[config.mk]
export PLATFORM = sky130hd
export DESIGN_NAME = parallel_camera_input
export DESIGN_NICKNAME = d
export VERILOG_FILES = /design/src/hdl/parallel_camera_input.v /design/src/hdl/pixel_buffer.v
export VERILOG_INCLUDE_DIRS = /design/src /design/src/hdl
export SDC_FILE = /design/constraint.sdc
export NUM_CORES = 1
export LEC_CHECK = 0
export ABC_CLOCK_PERIOD_IN_PS = 1900
export BUFFER_PORTS_ARGS = -buffer_cell sky130_fd_sc_hd__buf_2
export CAP_MARGIN = 20
export CELL_PAD_IN_SITES_DETAIL_PLACEMENT = 0
export CELL_PAD_IN_SITES_GLOBAL_PLACEMENT = 1
export CORE_AREA = 4 4 123 172
export CTS_CLUSTER_DIAMETER = 30
export DETAILED_ROUTE_END_ITERATION = 6
export DIE_AREA = 0 0 127 176
export GPL_ROUTABILITY_DRIVEN = 0
export PLACE_DENSITY_LB_ADDON = 0.2
export SETUP_SLACK_MARGIN = 0.1
export SLEW_MARGIN = 20
export SYNTH_ARGS = -nofsm -noshare
export SYNTH_HDL_FRONTEND = slang
export SYNTH_HIERARCHICAL = 1
export SYNTH_SLANG_ARGS = --single-unit
[constraint.sdc]
create_clock -name mclk -period 1.9 [get_ports mclk]
set_input_delay 0.095 -clock mclk [delete_from_list [all_inputs] [get_ports mclk]]
set_output_delay 0.095 -clock mclk [all_outputs]
set_load 0.01 [all_outputs]
[src/hdl/camera_input_map.vh]
// Purpose: Named constants for the parallel camera input block
// Assumes: Included by bare name
// Notes: Definitions only
`ifndef CAMERA_INPUT_MAP_VH
`define CAMERA_INPUT_MAP_VH
// Format codes
`define FMT_CCIR656 4'h0
`define FMT_GEN10 4'h1
`define FMT_YC2CYC 4'h2
`define FMT_YC1CYC 4'h3
`define FMT_RGB565 4'h4
`define FMT_RGB666 4'h5
`define FMT_RGB3CYC 4'h6
`define FMT_RGB888 4'h7
`define FMT_TVDEC 4'h8
// Lane fields
`define LANE8_HI 9
`define LANE8_LO 2
`define LANE10_HI 9
`define LANE16_HI 15
`define LANE24_HI 23
`define LANE_ZERO 0
`define LANE_B0_HI 7
`define LANE_B1_LO 8
`define LANE_B1_HI 15
`define LANE_B2_LO 16
// Five six five fields
`define R565_B_HI 4
`define R565_G_LO 5
`define R565_G_HI 10
`define R565_R_LO 11
// Six six six fields, low ends
`define R666_B_LO 2
`define R666_G_LO 10
`define R666_R_LO 18
// Assembled word layout
`define WD_WIDTH 30
`define WD_FRAME 29
`define WD_LINE 28
`define WD_FIELD 27
`define WD_C2_HI 26
`define WD_C2_LO 19
`define WD_C1_HI 18
`define WD_C1_LO 11
`define WD_C0_HI 10
`define WD_C0_LO 3
// Capture cycle counts per pixel
`define CNT_ONE 2'h0
`define CNT_TWO 2'h1
`define CNT_THREE 2'h2
// Master clock divider half period, less one, in mclk cycles
`define MCLK_HALF_DIV 4'h1
`endif

[src/hdl/parallel_camera_input.v]
// Purpose: Parallel camera input, lane mapping per pixel format
// Assumes: Pixel clock much slower than mclk; sampled as a plain input
// Notes: Sensor keeps its data on the lanes each format assigns
// How it works
// - Field input is sampled and reported with each pixel.
// - Horizontal sync marks line boundaries.
// - Vertical sync marks start of frame.
// - Device drives master clock out to the sensor.
// - Lanes captured on pixel clock rising edges; syncs sampled on every mclk.
// - Multi-cycle formats take one byte per clock on 9..2.
`timescale 1ns/1ns
`include "camera_input_map.vh"
module parallel_camera_input #(
   parameter LANES = 24
) (
   // Clock and reset
   input wire mclk,
   input wire rst_n,
   // Format select
   input wire [3:0] pixelFormat,
   // Sensor pins
   input wire pixel_clock_in,
   input wire [LANES-1:0] cameraData,
   input wire hsyncIn,
   input wire vsyncIn,
   input wire fieldIn,
   output reg sensorMclk,
   // Pixel stream out
   output wire pixValid,
   input wire pixReady,
   output wire [7:0] pixComp0,
   output wire [7:0] pixComp1,
   output wire [7:0] pixComp2,
   output wire pixStartFrame,
   output wire pixStartLine,
   output wire pixField,
   output wire overflow
);
   localparam W = `WD_WIDTH;
   reg [2:0] clkSync;
   reg [LANES-1:0] dataS1;
   reg [LANES-1:0] dataS2;
   reg [LANES-1:0] dataS3;
   reg [2:0] hsS;
   reg [2:0] vsS;
   reg [2:0] fdS;
   reg clkState;
   reg hsState;
   reg vsState;
   reg fdState;
   reg lineArmed;
   reg frameArmed;
   reg [1:0] phase;
   reg [7:0] hold0;
   reg [7:0] hold1;
   reg [7:0] next_c0;
   reg [7:0] next_c1;
   reg [7:0] next_c2;
   reg [1:0] lastPhase;
   reg wordValid;
   reg [W-1:0] word;
   reg overflowFlag;
   reg [3:0] divCount;
   wire [23:0] lane;
   wire clkRise;
   wire bufReady;
   wire [W-1:0] bufOut;
   wire [7:0] byteIn;

   // Pad unused lanes with zero
   assign lane[LANES-1:0] = dataS3;
   generate
      if (LANES < 24) begin : g_pad
         assign lane[23:LANES] = {(24-LANES){1'b0}};
      end
   endgenerate

   // Three-stage input synchronisers
   always @(posedge mclk) begin
      if (!rst_n) begin
         clkSync <= 3'h0;
         hsS <= 3'h0;
         vsS <= 3'h0;
         fdS <= 3'h0;
         dataS1 <= {LANES{1'b0}};
         dataS2 <= {LANES{1'b0}};
         dataS3 <= {LANES{1'b0}};
      end else begin
         clkSync <= {clkSync[1:0], pixel_clock_in};
         hsS <= {hsS[1:0], hsyncIn};
         vsS <= {vsS[1:0], vsyncIn};
         fdS <= {fdS[1:0], fieldIn};
         dataS1 <= cameraData;
         dataS2 <= dataS1;
         dataS3 <= dataS2;
      end
   end

   // Filtered levels: change once stages two and three agree
   always @(posedge mclk) begin
      if (!rst_n) begin
         clkState <= 1'b0;
         hsState <= 1'b0;
         vsState <= 1'b0;
         fdState <= 1'b0;
      end else begin
         if (clkSync[1] == clkSync[2]) clkState <= clkSync[2];
         if (hsS[1] == hsS[2]) hsState <= hsS[2];
         if (vsS[1] == vsS[2]) vsState <= vsS[2];
         if (fdS[1] == fdS[2]) fdState <= fdS[2];
      end
   end

   assign clkRise = (clkSync[1] == clkSync[2]) && clkSync[2] && !clkState;

   assign byteIn = lane[`LANE8_HI:`LANE8_LO];

   // Capture cycles per pixel for the format
   always @* begin
      case (pixelFormat)
         `FMT_CCIR656: lastPhase = `CNT_TWO;
         `FMT_YC2CYC: lastPhase = `CNT_TWO;
         `FMT_RGB3CYC: lastPhase = `CNT_THREE;
         default: lastPhase = `CNT_ONE;
      endcase
   end

   // Lane to component mapping
   always @* begin
      next_c0 = 8'h00;
      next_c1 = 8'h00;
      next_c2 = 8'h00;
      case (pixelFormat)
         `FMT_CCIR656, `FMT_YC2CYC: begin
            next_c0 = hold0;
            next_c1 = byteIn;
         end
         `FMT_RGB3CYC: begin
            next_c0 = hold0;
            next_c1 = hold1;
            next_c2 = byteIn;
         end
         `FMT_GEN10: begin
            next_c0 = lane[`LANE_B0_HI:`LANE_ZERO];
            next_c1 = {6'h00, lane[`LANE10_HI:`LANE_B1_LO]};
         end
         `FMT_YC1CYC: begin
            next_c0 = lane[`LANE_B0_HI:`LANE_ZERO];
            next_c1 = lane[`LANE16_HI:`LANE_B1_LO];
         end
         `FMT_RGB565: begin
            next_c0 = {3'h0, lane[`R565_B_HI:`LANE_ZERO]};
            next_c1 = {2'h0, lane[`R565_G_HI:`R565_G_LO]};
            next_c2 = {3'h0, lane[`LANE16_HI:`R565_R_LO]};
         end
         // Six six six: B 7..2, G 15..10, R 23..18
         `FMT_RGB666: begin
            next_c0 = {2'h0, lane[`LANE_B0_HI:`R666_B_LO]};
            next_c1 = {2'h0, lane[`LANE16_HI:`R666_G_LO]};
            next_c2 = {2'h0, lane[`LANE24_HI:`R666_R_LO]};
         end
         `FMT_RGB888: begin
            next_c0 = lane[`LANE_B0_HI:`LANE_ZERO];
            next_c1 = lane[`LANE_B1_HI:`LANE_B1_LO];
            next_c2 = lane[`LANE24_HI:`LANE_B2_LO];
         end
         `FMT_TVDEC: begin
            next_c0 = lane[`LANE_B0_HI:`LANE_ZERO];
            next_c1 = lane[`LANE_B1_HI:`LANE_B1_LO];
            next_c2 = lane[`LANE24_HI:`LANE_B2_LO];
         end
         default: begin
            next_c0 = 8'h00;
         end
      endcase
   end

   // Capture, assemble and mark syncs
   always @(posedge mclk) begin
      if (!rst_n) begin
         phase <= 2'h0;
         hold0 <= 8'h00;
         hold1 <= 8'h00;
         wordValid <= 1'b0;
         word <= {W{1'b0}};
         lineArmed <= 1'b0;
         frameArmed <= 1'b0;
         overflowFlag <= 1'b0;
      end else begin
         wordValid <= 1'b0;
         if (vsState) begin
            frameArmed <= 1'b1;
            phase <= 2'h0;
         end
         if (!hsState) begin
            lineArmed <= 1'b1;
            phase <= 2'h0;
         end
         if (clkRise && hsState && !vsState) begin
            if (phase != lastPhase) begin
               if (phase == 2'h0) hold0 <= byteIn;
               else hold1 <= byteIn;
               phase <= phase + 2'h1;
            end else begin
               phase <= 2'h0;
               wordValid <= 1'b1;
               word <= {frameArmed, lineArmed, fdState,
                        next_c2, next_c1, next_c0, 3'h0};
               frameArmed <= 1'b0;
               lineArmed <= 1'b0;
            end
         end
         // Sticky when a word is dropped for lack of room
         if (wordValid && !bufReady) overflowFlag <= 1'b1;
      end
   end

   always @(posedge mclk) begin
      if (!rst_n) begin
         divCount <= 4'h0;
         sensorMclk <= 1'b0;
      end else if (divCount == `MCLK_HALF_DIV) begin
         divCount <= 4'h0;
         sensorMclk <= !sensorMclk;
      end else begin
         divCount <= divCount + 4'h1;
      end
   end

   pixel_buffer #(
      .WIDTH(W)
   ) u_buf (
      .mclk(mclk),
      .rst_n(rst_n),
      .inValid(wordValid),
      .inReady(bufReady),
      .inData(word),
      .outValid(pixValid),
      .outReady(pixReady),
      .outData(bufOut)
   );

   // Output fields
   assign pixStartFrame = bufOut[`WD_FRAME];
   assign pixStartLine = bufOut[`WD_LINE];
   assign pixField = bufOut[`WD_FIELD];
   assign pixComp2 = bufOut[`WD_C2_HI:`WD_C2_LO];
   assign pixComp1 = bufOut[`WD_C1_HI:`WD_C1_LO];
   assign pixComp0 = bufOut[`WD_C0_HI:`WD_C0_LO];
   assign overflow = overflowFlag;
endmodule // parallel_camera_input

[src/hdl/pixel_buffer.v]
// Purpose: Two-entry buffer with valid/ready on both sides
// Assumes: Single clock mclk, synchronous active-low reset
// Notes: Full when two words are held; drain may stall
`timescale 1ns/1ns
module pixel_buffer #(
   parameter WIDTH = 30
) (
   // Clock and reset
   input wire mclk,
   input wire rst_n,
   // Fill side
   input wire inValid,
   output wire inReady,
   input wire [WIDTH-1:0] inData,
   // Drain side
   output wire outValid,
   input wire outReady,
   output wire [WIDTH-1:0] outData
);
   reg [WIDTH-1:0] slot0;
   reg [WIDTH-1:0] slot1;
   reg [1:0] count;
   wire push;
   wire pop;

   // Handshake terms
   assign inReady = (count != 2'h2);
   assign outValid = (count != 2'h0);
   assign outData = slot0;
   assign push = inValid && inReady;
   assign pop = outValid && outReady;

   // Storage and occupancy
   always @(posedge mclk) begin
      if (!rst_n) begin
         count <= 2'h0;
         slot0 <= {WIDTH{1'b0}};
         slot1 <= {WIDTH{1'b0}};
      end else begin
         if (pop) begin
            slot0 <= slot1;
         end
         if (push) begin
            if (count == 2'h0 || (count == 2'h1 && pop)) begin
               slot0 <= inData;
            end else begin
               slot1 <= inData;
            end
         end
         count <= count + {1'b0, push} - {1'b0, pop};
      end
   end
endmodule // pixel_buffer

==> flow_summary.json <==
{
  "cts_tree": "yes",
  "start_util": 0.382,
  "area_growth_pct": 19.2,
  "busiest_layer": "met2",
  "grt_pass1_vias": 5619,
  "clk_pin_slew_ns": 0.06,
  "ir_drop_uv": 564,
  "rsz0062_at_grt": "false",
  "status": "complete, no violations",
  "hold_path_class": "in2reg",
  "cts_buffers": 17,
  "vias": 5802,
  "fin_area_mm2": 0.00897,
  "leakagePower_nw": 3.41,
  "routed_via_density": 5.12,
  "nNetsFinal": 911,
  "crit_arrival_ns": 2.00,
  "final_cell_mix": "dfxtp_1, nand2_1, and2_1",
  "max_freq_ghz": 0.589,
  "setup_tns_ns": 0,
  "grt_max_degree": 96,
  "intPower_mw": 6.30,
  "drt-total-wl_um": 16500,
  "avgRoutedWirePerCell_um": 14.6,
  "drc_errors": 0,
  "pwr-share-clk": 0.417,
  "worstSetupEndpointType": "register",
  "crit_required_ns": 2.21,
  "finalMaxSlewViolations": 0,
  "ant_nets": 0,
  "placed_cell_area_mm2": 0.00810,
  "post-route-min-period_ns": 1.70,
  "relSlewSlack": 0.538,
  "dieHeight_um": 176,
  "grt_overflow_total": 0,
  "avgSynthCellArea_um2": 9.44,
  "hold_viol": 0,
  "root_buffer": "clkbuf_16",
  "syn-num-nets": 837,
  "setup_violations": 0,
  "clockBufferDepth": 2,
  "drive_gt1_frac": 0.162,
  "pwr-share-seq": 0.532,
  "num_rows": 61,
  "path_max_fanout": 29,
  "layout.cells.most_common": "dfxtp_1",
  "grt_pass1_wl_um": 27900,
  "use_met1": 0.186,
  "period_share": 0.894,
  "cap_violations": 0,
  "ios": 65,
  "drt_first_iter_violations": 369,
  "portBuffers": 64,
  "die_x_um": 127,
  "netlist_instances": 797,
  "firstDrtPassIters": 5,
  "tightest_slew_ns": 0.692,
  "worstSetupPathType": "reg2reg",
  "startpoint_type": "register",
  "syn-cell-area_mm2": 0.00752,
  "use_met2": 0.259,
  "antenna_cells": 0,
  "p_per_area_mw_per_mm2": 897,
  "sw_frac_of_total": 0.216,
  "finClkSkew_ns": 0.0101,
  "antenna_found_initial": 0,
  "power.net_switching_mw": 1.74,
  "use_met3": 0.0333,
  "cts_num_sinks": 198,
  "yosysWarningCount": 6,
  "htree_levels": 4,
  "core_mm2": 0.0197,
  "track_usage": 0.153,
  "clock_latency_ns": 0.42,
  "p_comb_frac": 0.051,
  "fp.dieArea_mm2": 0.0224,
  "post-dp-hpwl_um": 11400
}
## power by group through the flow
stage | logic (mW) | clock network, mW | registers (mW)
2_1_floorplan | 0.250 | 0 | 4.35
3_3_place_gp | 0.360 | 0 | 4.37
3_5_place_dp | 0.370 | 0 | 4.37
4_1_cts | 0.414 | 3.46 | 4.28
5_1_grt | 0.461 | 3.64 | 4.28
6_report | 0.411 | 3.36 | 4.28
## final cells by class
type,count,area [um2]
Multi-Input combinational cell,521,3240
Sequential cell,198,3970
Clock inverter,10,97.6
Fill cell,1934,10700
Tap cell,252,315
Timing Repair Buffer,119,843
Inverter,14,52.6
Clock buffer,20,457
## registers in the layout (all words and copies together) (netlist names), 2 cells and up
| signal | flops |
|---|---|
| u_buf/count | 2 |
| dataS3 | 24 |
| dataS1 | 24 |
| u_buf/outData | 27 |
| word | 27 |
| fdS | 3 |
| hsS | 3 |
| dataS2 | 24 |
| divCount | 4 |
| hold0 | 8 |
| vsS | 3 |
| hold1 | 8 |
| u_buf/slot1 | 27 |
| phase | 2 |
| clkSync | 3 |
## critical path: stages, from the launching register on
cell	delay, ns
dfxtp_2	0.34
or3b_1	0.42
a21oi_4	0.22
buf_4	0.15
o31ai_2	0.07
buf_12	0.17
a22o_1	0.22
## through the flow
step	setup slack [ns]	total power, mW	std cells	util	hold slack, ns
2_1_floorplan	0.266	4.61	797	-	0.222
3_3_place_gp	0.165	4.73	1073	0.411	0.301
3_5_place_dp	0.0602	4.74	1073	0.411	0.304
4_1_cts	0.111	8.15	1131	0.453	0.0552
5_1_grt	0.0944	8.38	1134	0.455	0.0716
6_report	0.202	8.04	1134	0.455	0.0839
## worst paths after layout
check	start	endpoint	slack, ns	cells after the start
worst max-delay path	phase[1]	word[18]	0.20	6
worst min-delay path	rst_n	wordValid	0.08	2
worst max register to register	phase[1]	word[18]	0.20	6
worst min register to register	dataS2[6]	dataS3[6]	0.43	1
## routing by layer
| metal | up-vias | part of all wire |
|---|---|---|
| li1 | 2909 | - |
| met1 | 2691 | 0.44 |
| met2 | 167 | 0.49 |
| met3 | 35 | 0.044 |
| met4 | 0 | 0.031 |
| met5 | - | 0 |
## timing repair
item                       in CTS  in global routing
hold buffers                   28                  0
pin swaps                       1                  1
gates resized for setup         1                  7
setup endpoints to repair      20                 31
hold endpoints to repair       28                  0
buffers inserted                0                  3
(Power assumes the default switching activity.)
